`src/common/qpio_defines.svh`:
```
// Overview of operation
// four 8-bit bidirectional ports, data latches at 12H, 14H, 16H, 18H
// port reads sample live pad level during the read, nothing is latched
// written output data stays in its latch until rewritten
// per-line direction bit: 1 input, 0 push-pull output, changeable any time
// read returns pad level for inputs, latch contents for outputs
// direction registers at 13H, 15H, 17H, 19H after each data latch
// after reset every line is an input, idling per pull-high option
// bit set, clear, complement read whole port, modify, write back
// every port A line can wake the device from power-down; the code wakes only on port A lines set as input
// per-port build-time pull-high option; without it inputs float
// port A bits 0,1,3 carry buzzer pair and divider; D, C share inputs
// buzzer option: port A bits 0,1 output buzzer pair, gated by data bit 0
// buzzer: bit0 high drives pair, low drives both low; bit0 input forces bit1 low
// alternate-function pins act as ordinary inputs when set to input
// divider option: port A bit 3 output passes divider if data 1, else low
// divider output toggles on each timer overflow, halving overflow rate
// PWM channels appear on port D bits 0-3 only if enabled and outputs
// port D bits 0-3 under PWM: data 1 passes waveform, data 0 drives low
// each PWM channel has one 8-bit duty register in data memory
// one build option picks 7+1 or 6+2 for all channels; hardware splits cycle
// PWM counts from the system clock with no prescaler
// software should set unused lines as outputs to avoid floating inputs
// 6+2: base bits 7:2, extra bits 1:0; sub-cycle i high base+1 if i<extra
// 7+1: base bits 7:1, extra bit 0; sub-cycle i high base+1 if i<extra
// full PWM cycle is 256 clocks, duty equals register value over 256
// each sub-cycle is high for its leading duty clocks, then low
`ifndef QPIO_DEFINES_SVH
`define QPIO_DEFINES_SVH

`define QPIO_ADDR_FIRST_PORT      8'h12
`define QPIO_ADDR_FIRST_DIR       8'h13
`define QPIO_ADDR_SECOND_PORT     8'h14
`define QPIO_ADDR_SECOND_DIR      8'h15
`define QPIO_ADDR_THIRD_PORT      8'h16
`define QPIO_ADDR_THIRD_DIR       8'h17
`define QPIO_ADDR_FOURTH_PORT     8'h18
`define QPIO_ADDR_FOURTH_DIR      8'h19
`define QPIO_ADDR_DUTY_ZERO       8'h1a
`define QPIO_ADDR_DUTY_ONE        8'h1b
`define QPIO_ADDR_DUTY_TWO        8'h1c
`define QPIO_ADDR_DUTY_THREE      8'h1d

`define QPIO_DIR_RESET            8'hff
`define QPIO_LATCH_RESET          8'h00
`define QPIO_DUTY_RESET           8'h00
`define QPIO_READ_UNMAPPED        8'h00

`define QPIO_BIT_BUZZ             0
`define QPIO_BIT_BUZZ_N           1
`define QPIO_BIT_DIVIDER          3
`define QPIO_PWM_CHANNELS         4
`define QPIO_PWM_CYCLE            256

`endif

```
`src/common/qpio_pkg.sv`:
```
package qpio_pkg;

    // one data memory access from the core
    typedef struct packed {
        logic       wr;
        logic       rd;
        logic [7:0] addr;
        logic [7:0] wdata;
    } qpio_bus_s;

    // build-time configuration options
    typedef struct packed {
        logic       buzzer_en;
        logic       divider_en;
        logic       pwm_en;
        logic       pwm_mode_62;
        logic [3:0] pull_en;
    } qpio_opt_s;

    typedef logic [3:0][7:0] qpio_bank_t;

endpackage

```
`src/verilog/qpio_top.sv`:
```
`timescale 1ns/1ps
`include "qpio_defines.svh"

module qpio_top (
    input  wire logic                clk_i,
    input  wire logic                reset_n_i,
    input  wire qpio_pkg::qpio_bus_s bus_i,
    output logic [7:0]               rd_data_o,
    input  wire qpio_pkg::qpio_opt_s opt_i,
    input  wire logic                buzzer_i,
    input  wire logic                tmr_ovf_i,
    input  wire logic [31:0]         pad_in_i,
    output logic [31:0]              pad_out_o,
    output logic [31:0]              pad_oe_o,
    output logic [31:0]              pull_en_o,
    output logic                     wake_o
);
    import qpio_pkg::*;

    qpio_bank_t  latch;
    qpio_bank_t  dir;
    qpio_bank_t  duty;
    qpio_bank_t  port_view;
    logic [7:0]  next_rd_data;
    logic [7:0]  pwm_cnt;
    wire  [3:0]  pwm_wave;
    logic        freq_divider_out;
    logic [7:0]  first_port_prev;
    logic [31:0] next_pad_out;
    logic [31:0] next_pull;
    logic [31:0] dir_flat;

    assign dir_flat = dir;

    // ****************************************
    // register writes
    // ****************************************
    always_ff @(posedge clk_i) begin
        if (!reset_n_i) begin
            latch <= {4{`QPIO_LATCH_RESET}};
            dir   <= {4{`QPIO_DIR_RESET}};
            duty  <= {4{`QPIO_DUTY_RESET}};
        end else if (bus_i.wr) begin
            // latches change only on their own write; see
            if (bus_i.addr == `QPIO_ADDR_FIRST_PORT) begin
                latch[0] <= bus_i.wdata;
            end else if (bus_i.addr == `QPIO_ADDR_FIRST_DIR) begin
                dir[0] <= bus_i.wdata;
            end else if (bus_i.addr == `QPIO_ADDR_SECOND_PORT) begin
                latch[1] <= bus_i.wdata;
            end else if (bus_i.addr == `QPIO_ADDR_SECOND_DIR) begin
                dir[1] <= bus_i.wdata;
            end else if (bus_i.addr == `QPIO_ADDR_THIRD_PORT) begin
                latch[2] <= bus_i.wdata;
            end else if (bus_i.addr == `QPIO_ADDR_THIRD_DIR) begin
                dir[2] <= bus_i.wdata;
            end else if (bus_i.addr == `QPIO_ADDR_FOURTH_PORT) begin
                latch[3] <= bus_i.wdata;
            end else if (bus_i.addr == `QPIO_ADDR_FOURTH_DIR) begin
                dir[3] <= bus_i.wdata;
            end else if (bus_i.addr == `QPIO_ADDR_DUTY_ZERO) begin
                duty[0] <= bus_i.wdata;
            end else if (bus_i.addr == `QPIO_ADDR_DUTY_ONE) begin
                duty[1] <= bus_i.wdata;
            end else if (bus_i.addr == `QPIO_ADDR_DUTY_TWO) begin
                duty[2] <= bus_i.wdata;
            end else if (bus_i.addr == `QPIO_ADDR_DUTY_THREE) begin
                duty[3] <= bus_i.wdata;
            end
        end
    end

    // ****************************************
    // register reads
    // ****************************************
    // inputs show the live pad, outputs their latch; see
    always_comb begin
        for (int p = 0; p < 4; p++) begin
            port_view[p] = (dir[p] & pad_in_i[p*8 +: 8]) | (~dir[p] & latch[p]);
        end
    end

    always_comb begin
        if (bus_i.addr == `QPIO_ADDR_FIRST_PORT) begin
            next_rd_data = port_view[0];
        end else if (bus_i.addr == `QPIO_ADDR_FIRST_DIR) begin
            next_rd_data = dir[0];
        end else if (bus_i.addr == `QPIO_ADDR_SECOND_PORT) begin
            next_rd_data = port_view[1];
        end else if (bus_i.addr == `QPIO_ADDR_SECOND_DIR) begin
            next_rd_data = dir[1];
        end else if (bus_i.addr == `QPIO_ADDR_THIRD_PORT) begin
            next_rd_data = port_view[2];
        end else if (bus_i.addr == `QPIO_ADDR_THIRD_DIR) begin
            next_rd_data = dir[2];
        end else if (bus_i.addr == `QPIO_ADDR_FOURTH_PORT) begin
            next_rd_data = port_view[3];
        end else if (bus_i.addr == `QPIO_ADDR_FOURTH_DIR) begin
            next_rd_data = dir[3];
        end else if (bus_i.addr == `QPIO_ADDR_DUTY_ZERO) begin
            next_rd_data = duty[0];
        end else if (bus_i.addr == `QPIO_ADDR_DUTY_ONE) begin
            next_rd_data = duty[1];
        end else if (bus_i.addr == `QPIO_ADDR_DUTY_TWO) begin
            next_rd_data = duty[2];
        end else if (bus_i.addr == `QPIO_ADDR_DUTY_THREE) begin
            next_rd_data = duty[3];
        end else begin
            next_rd_data = `QPIO_READ_UNMAPPED;
        end
    end

    // pad level is sampled on the read cycle itself
    always_ff @(posedge clk_i) begin
        if (!reset_n_i) begin
            rd_data_o <= `QPIO_READ_UNMAPPED;
        end else if (bus_i.rd) begin
            rd_data_o <= next_rd_data;
        end
    end

    // ****************************************
    // pwm generator
    // ****************************************
    // free-running cycle counter on the system clock
    always_ff @(posedge clk_i) begin
        if (!reset_n_i) begin
            pwm_cnt <= '0;
        end else begin
            pwm_cnt <= pwm_cnt + 8'h01;
        end
    end

    for (genvar g = 0; g < `QPIO_PWM_CHANNELS; g++) begin : g_pwm
        logic [7:0] pos;
        logic [7:0] lim;
        always_comb begin
            if (opt_i.pwm_mode_62) begin
                // four 64-clock sub-cycles; see
                pos = {2'b00, pwm_cnt[5:0]};
                lim = {2'b00, duty[g][7:2]} + {7'h00, (pwm_cnt[7:6] < duty[g][1:0])};
            end else begin
                // two 128-clock sub-cycles; see
                pos = {1'b0, pwm_cnt[6:0]};
                lim = {1'b0, duty[g][7:1]} + {7'h00, (pwm_cnt[7] < duty[g][0])};
            end
        end
        assign pwm_wave[g] = pos < lim;
    end

    // ****************************************
    // divider output
    // ****************************************
    always_ff @(posedge clk_i) begin
        if (!reset_n_i) begin
            freq_divider_out <= 1'b0;
        end else if (tmr_ovf_i) begin
            freq_divider_out <= ~freq_divider_out;
        end
    end

    // ****************************************
    // pad drive with alternate functions
    // ****************************************
    always_comb begin
        next_pad_out = latch;
        if (opt_i.buzzer_en) begin
            next_pad_out[`QPIO_BIT_BUZZ]   = latch[0][`QPIO_BIT_BUZZ] & buzzer_i;
            next_pad_out[`QPIO_BIT_BUZZ_N] = latch[0][`QPIO_BIT_BUZZ] & ~dir[0][`QPIO_BIT_BUZZ] & ~buzzer_i;
        end
        if (opt_i.divider_en) begin
            next_pad_out[`QPIO_BIT_DIVIDER] = latch[0][`QPIO_BIT_DIVIDER] & freq_divider_out;
        end
        if (opt_i.pwm_en) begin
            next_pad_out[24 +: 4] = latch[3][3:0] & pwm_wave;
        end
        for (int p = 0; p < 4; p++) begin
            next_pull[p*8 +: 8] = {8{opt_i.pull_en[p]}} & dir[p];
        end
    end

    // oe low makes every line a plain input; see
    always_ff @(posedge clk_i) begin
        if (!reset_n_i) begin
            pad_out_o <= '0;
            pad_oe_o  <= '0;
            pull_en_o <= '0;
        end else begin
            pad_out_o <= next_pad_out;
            pad_oe_o  <= ~dir_flat;
            pull_en_o <= next_pull;
        end
    end

    // ****************************************
    // port a wake-up
    // ****************************************
    // falling edge on any port a input line raises a one-cycle wake pulse
    // history resets low so a line sitting low through reset gives no false wake
    always_ff @(posedge clk_i) begin
        if (!reset_n_i) begin
            first_port_prev <= '0;
            wake_o          <= 1'b0;
        end else begin
            first_port_prev <= pad_in_i[7:0];
            wake_o          <= |(dir[0] & first_port_prev & ~pad_in_i[7:0]);
        end
    end
endmodule
```
`config.mk`:
```
export PLATFORM = sky130hd
export DESIGN_NAME = qpio_top
export DESIGN_NICKNAME = d
export VERILOG_FILES = /design/src/common/qpio_pkg.sv /design/src/verilog/qpio_top.sv
export VERILOG_INCLUDE_DIRS = /design/src /design/src/common
export SDC_FILE = /design/constraint.sdc
export NUM_CORES = 1
export LEC_CHECK = 0
export ABC_AREA = 0
export BUFFER_PORTS_ARGS = -buffer_cell sky130_fd_sc_hd__buf_2
export CAP_MARGIN = 20
export CORE_MARGIN = 2
export CORE_UTILIZATION = 45
export DETAILED_ROUTE_END_ITERATION = 10
export HOLD_SLACK_MARGIN = 0.02
export PLACE_DENSITY = 0.68
export SYNTH_ARGS = -nofsm -noshare
export SYNTH_HDL_FRONTEND = slang
export SYNTH_SLANG_ARGS = --single-unit
```
`constraint.sdc`:
```
create_clock -name clk_i -period 5.31 [get_ports clk_i]
set_input_delay 0.2655 -clock clk_i [delete_from_list [all_inputs] [get_ports clk_i]]
set_output_delay 0.2655 -clock clk_i [all_outputs]
set_load 0.005 [all_outputs]
```
## Word level (Yosys, flattened, before mapping)

Index checks and enable logic that the tools add are counted.

- Register bits: 218
- Bits of input ports: 62
- Output and inout port bits: 105
- Logic and storage cells: 129

- Add/sub/neg operators: 9
- Magnitude comparators: 12
- Equality and inequality tests: 12
- Multiplexer cells: 20
- Bitwise logic cells: 43
- Reduce and logical (&&, ||, !) cells: 13

Operator list:

| cell | count |
|---|---|
| 8-bit 2-to-1 mux | 16 |
| 8-bit AND | 14 |
| 8-bit by 5-bit equality test with 1-bit output (second input constant) | 12 |
| 8-bit NOT | 5 |
| 7-bit by 1-bit adder with 8-bit output | 4 |
| 8-bit less-than comparator | 4 |
| 32-bit NOT | 1 |
| 8-bit bitwise OR | 4 |
| 6-bit by 1-bit adder with 7-bit output | 4 |
| 1-bit NOT | 14 |
| 13-bit AND reduction | 1 |
| 12-bit AND reduction | 1 |
| 11-bit AND reduction | 1 |
| 10-bit AND reduction | 1 |
| 9-bit AND reduction | 1 |
| 8-bit by 1-bit adder with 8-bit output (second input constant) | 1 |
| 2-bit less-than comparator | 4 |
| 8-bit AND reduction | 1 |
| 8-bit OR reduction | 1 |
| 7-bit 2-to-1 mux | 1 |
| 7-bit AND reduction | 1 |
| 6-bit AND reduction | 1 |
| 5-bit AND reduction | 1 |
| 1-bit AND | 4 |
| 8 further kinds | 11 |

## Depth between registers and ports, before layout

- Depth after elaboration: 13
- Gate-level depth with buffers: 14
- Depth with buffers taken out: 14

## Worst setup path after synthesis

Ideal clock, no wire load.

- Path type: reg-to-reg
- From: register pwm_cnt[7]
- To: register pad_out_o[26]
- Library setup time: 0.101 ns
- Arrival: 2.361 ns
- Data required time: 5.209 ns
- Setup slack: 2.848 ns
- Stages on the path, launching flop included: 14
- Clock period less this slack: 2.462 ns
- Path through: dfxtp_1 -> ha_1 -> a21oi_1 -> ha_1 -> ha_1 -> nand2_1 -> a21oi_1 -> a21oi_1 -> a21o_1 -> ha_1 -> o21ai_0 -> a21oi_1 -> o21a_1 -> o41ai_1

- Longest elaborated chain between the ends: 6
- Elaborated cells on any way between the ends: 8

RTL lines:

| what | RTL line | source |
|---|---|---|
| start: declaration | qpio_top.sv:25 | `logic [7:0] pwm_cnt;` |
| start signal: assignment | qpio_top.sv:130 | `pwm_cnt <= pwm_cnt + 8'h01;` |
| 2-bit less-than comparator or 1-bit less-than comparator (tied branches) | qpio_top.sv:141, qpio_top.sv:145 |  |
| 6-bit by 1-bit adder with 7-bit output or 7-bit by 1-bit adder with 8-bit output (tied branches) | qpio_top.sv:141, qpio_top.sv:145 |  |
| 8-bit 2-to-1 mux (*) | qpio_top.sv:138 | `if (opt_i.pwm_mode_62) begin` |
| 8-bit less-than comparator (*) | qpio_top.sv:148 | `assign pwm_wave[g] = pos < lim;` |
| 4-bit AND (*) | qpio_top.sv:175 | `next_pad_out[24 +: 4] = latch[3][3:0] & pwm_wave;` |
| 4-bit 2-to-1 mux (*) | qpio_top.sv:174 | `if (opt_i.pwm_en) begin` |
| end signal: assignment | qpio_top.sv:189 | `pad_out_o <= next_pad_out;` |
| end: declaration | qpio_top.sv:13 | `output logic [31:0] pad_out_o,` |

Every way passes the cells marked *; elsewhere a longest branch is shown, timed or not.
A chain may end at the register's enable or synchronous reset.

## Final worst setup path

- From: register pwm_cnt[7]
- To: register pad_out_o[27]

The elaborated chain is that of the path after synthesis.

==> results by group <==
Run status
  – Outcome: finished clean

Logic synthesis
  – EDFF count, synth: 0
  – Synth Area per Inst: 8.96 sq um
  – Cell count after synthesis: ~1200
  – Async S/R FF share, synth: 0%
  – YS warnings: 0
  – Cell Area, Synth: slightly above 10000 sq um
  – Yosys reg bits: about 220
  – Seq/Total Area, Yosys: a little over two fifths
  – Ys flop type: dfxtp_1
  – Synthesized Nets: roughly 1300
  – Count of cell types in the netlist: just under 70

Min path
  – WHS Endpoint: pull_en_o[3]
  – Hold Crit Class: in -> reg
  – Hold path depth: 2
  – HP Start: opt_i[0]

Pwr
  – Flop pwr share: about 48%
  – Power Internal: between 2 and 3 mW
  – Leak pwr: between 5 and 6 nW
  – Sw Ratio: between 20% and 30%
  – Clock network power share: 45.0%
  – Switching power: around 810 uW
  – Worst vdd ir: between 0.2 and 0.25 mV
  – Combinational share of power: 6.7%
  – Pwr dens: between 200 and 300 nW/um^2

Setup path
  – Critical Path End Type: flop
  – Worst R2R End: pad_out_o[27]
  – RR Startpoint: pwm_cnt[7]
  – Worst EP required: roughly 5.7 ns
  – R2r setup slk: roughly 2.4 ns
  – Crit Path Category: reg -> reg
  – Crit path DAT: 3.32 ns
  – Critical Path Start Type: flop
  – CP max FO: 9
  – Worst Reg-to-Reg Cells: 13

Floorplanning
  – Core ar.: between 20000 and 25000 sq um
  – Initial Utilization: a little under half
  – Die Area: around 24000 sq um
  – Die height: between 150 and 200 microns
  – IO Pins: roughly 170
  – DIE WIDTH: approximately 160 microns
  – Row count: 55

Cells and area
  – Commonest non-fill, non-tap cell in the layout: dfxtp_1
  – Share of post-route cells with drive strength above 1: approximately 17%
  – Most frequent cells in the layout: dfxtp_1, buf_2, nand2_1, nor2b_1, mux2i_1
  – Final Non-Filler Cells: approximately 1600
  – Synth-to-Final Area Change: 16.7%
  – Nets: between 1000 and 1500
  – N_diodes: 0

Global routing
  – Largest net degree at the start of global routing: 119
  – Antenna violations before repair: 0
  – Total GRT Usage: 23.8%
  – Vias in the first global route: between 8000 and 9000
  – Total global routing overflow: 0
  – First-pass GRT wire length: 45300 microns

Timing
  – Hold Vio Cnt, Final: 0
  – # setup viols final: 0
  – Slew @ Worst Pin: about 0.98 ns
  – Tcrit/Tclk final: a little over half
  – RSZ-0062 raised after global routing: false
  – Tmin final: 2.90 ns
  – Worst Skew: around 0.011 ns
  – Final slew viol count: 0
  – Slew headroom: a little over a third
  – Setup TNS: 0 ns
  – F_max: between 0.3 and 0.4 GHz

Clock network
  – Post-CTS setup buffer count: 0
  – CTS Hold Bufs: 11
  – Root Buffer: clkbuf_16
  – Worst-case clock buffer depth: 3
  – Clk sinks: around 220
  – Clk_lat worst skew: 0.52 ns
  – Clock edge transition at the registers on the reported setup and hold paths: around 0.06 ns
  – Post-cts repair resize count: 0
  – H-tree depth: 1
  – CTS Buf Count: 23
  – CTS tree: yes

Routing
  – Routed Wire Length: between 20000 and 30000 microns
  – Via density: roughly 5.6
  – DRT iter0 DRCs: just under 800
  – DRC violations left: 0
  – Routed length per instance: approximately 19 microns
  – Detail Route Antenna Nets: 0
  – Via Count: 8831
  – Router iterations before antenna repair: 6

Placed design
  – Inst Count DP: 1528
  – I/O Buffers: approximately 170
  – GP Congestion: between 0.9 and 1
  – Placed wire-length estimate: around 21000 microns

Flow run
  – Max-Cap Viols: 0
critical path, cell delays in order (launching register included):
cell and delay, ns:
dfxtp_1 0.55, ha_1 0.31, a21oi_1 0.15, ha_1 0.23, ha_1 0.25, nand2_1 0.08, a21oi_1 0.16, a21oi_1 0.06
a21o_1 0.21, ha_1 0.27, o21ai_0 0.07, a21oi_1 0.06, o21a_1 0.18, o41ai_1 0.21
synthesized netlist by cell type (5+ instances only):
| master | count | area share [%] |
|---|---|---|
| o2111ai_1 | 5 | 0.42 |
| a31oi_1 | 9 | 0.55 |
| nor2_1 | 35 | 1.3 |
| o22ai_1 | 6 | 0.36 |
| and2_1 | 42 | 2.5 |
| xor2_1 | 8 | 0.68 |
| dfxtp_1 | 218 | 42 |
| nand4_1 | 11 | 0.67 |
| nand2_1 | 130 | 4.7 |
| and3_1 | 38 | 2.3 |
| nand3_1 | 62 | 3.0 |
| o21ai_0 | 61 | 3.0 |
| nor2b_1 | 98 | 5.9 |
| a21oi_1 | 43 | 2.1 |
| o2bb2ai_1 | 5 | 0.42 |
| mux2i_1 | 83 | 8.1 |
| nand3b_1 | 9 | 0.66 |
| o21a_1 | 10 | 0.73 |
| nand3_2 | 5 | 0.49 |
| nor3_1 | 6 | 0.29 |
| buf_1 | 5 | 0.18 |
| clkbuf_1 | 58 | 2.1 |
| buf_2 | 11 | 0.53 |
| nand2b_1 | 16 | 0.97 |
| inv_1 | 20 | 0.73 |
| a21boi_0 | 15 | 1.1 |
| a211oi_1 | 5 | 0.36 |
| xnor2_1 | 9 | 0.76 |
| ha_1 | 45 | 5.5 |
| o211ai_1 | 14 | 1.0 |
cells by family after synthesis:
| logic type | after synthesis | synth area share (%) |
|---|---|---|
| xor gates and xnor gates | 17 | 1.44 |
| adders and majority gates | 45 | 5.46 |
| buffers and inverters | 96 | 3.71 |
| AOI/OAI and AO/OA | 218 | 13.8 |
| muxes | 85 | 8.27 |
| and+or+nand+nor | 472 | 24.9 |
| DFF | 218 | 42.3 |
per-layer routing:
| metal | track usage [%] | vias up | part of all wire, % |
|---|---|---|---|
| met3 | 4.43 | 63 | 7.9 |
| li1 | - | 4290 | - |
| met1 | 31.7 | 4109 | 42 |
| met4 | 8.13 | 0 | 3.4 |
| met2 | 39.0 | 369 | 46 |
| met5 | 0 | - | 0 |
final cells by class:
| type | instances | area [sq um] |
|---|---|---|
| fill | 2136 | 10500 |
| multi-input combinational | 837 | 5570 |
| sequential | 218 | 4360 |
| timing repair buffer | 179 | 958 |
| clock buffer | 30 | 602 |
| tap | 285 | 357 |
| clock inverter | 8 | 110 |
| inverter | 20 | 75.1 |
flip-flops by register name, summed over array words and instances, names as in the netlist:
signal and flops:
wake_o 1, duty 32, pad_oe_o 32, dir 32, rd_data_o 8, pwm_cnt 8, first_port_prev 8, freq_divider_out 1
pad_out_o 32, latch 32, pull_en_o 32
worst max-delay path by stage:
stage / from / end / slack, ns / cells after the start
2_1_floorplan: pwm_cnt[7] / pad_out_o[26] / 2.85 / 13
3_3_place_gp: opt_i[4] / pad_out_o[27] / 2.14 / 10
3_5_place_dp: opt_i[4] / pad_out_o[27] / 2.02 / 10
4_1_cts: pwm_cnt[7] / pad_out_o[27] / 2.43 / 13
5_1_grt: pwm_cnt[7] / pad_out_o[26] / 2.18 / 13
6_report: pwm_cnt[7] / pad_out_o[27] / 2.41 / 13
stage by stage:
stage	cell area (sq um)	util [%]	hold slack (ns)	power (mW)	worst slack [ns]
after global placement	11200	49.7	0.441	1.93	2.14
after CTS	12000	53.3	0.0497	3.49	2.43
after detailed placement	11200	49.7	0.444	1.93	2.02
after floorplan	10300	-	0.357	1.84	2.85
final	12000	53.3	0.0708	3.47	2.41
after global routing	12000	53.3	0.0653	3.57	2.18
power groups by stage:
| stage | registers (mW) | clock network, mW | logic (mW) |
|---|---|---|---|
| final | 1.67 | 1.56 | 0.232 |
| after detailed placement | 1.71 | 0 | 0.222 |
| after global placement | 1.71 | 0 | 0.220 |
| after floorplan | 1.71 | 0 | 0.135 |
| after global routing | 1.68 | 1.65 | 0.252 |
| after CTS | 1.67 | 1.59 | 0.229 |
Note: power is estimated with default switching activity, not from simulation.
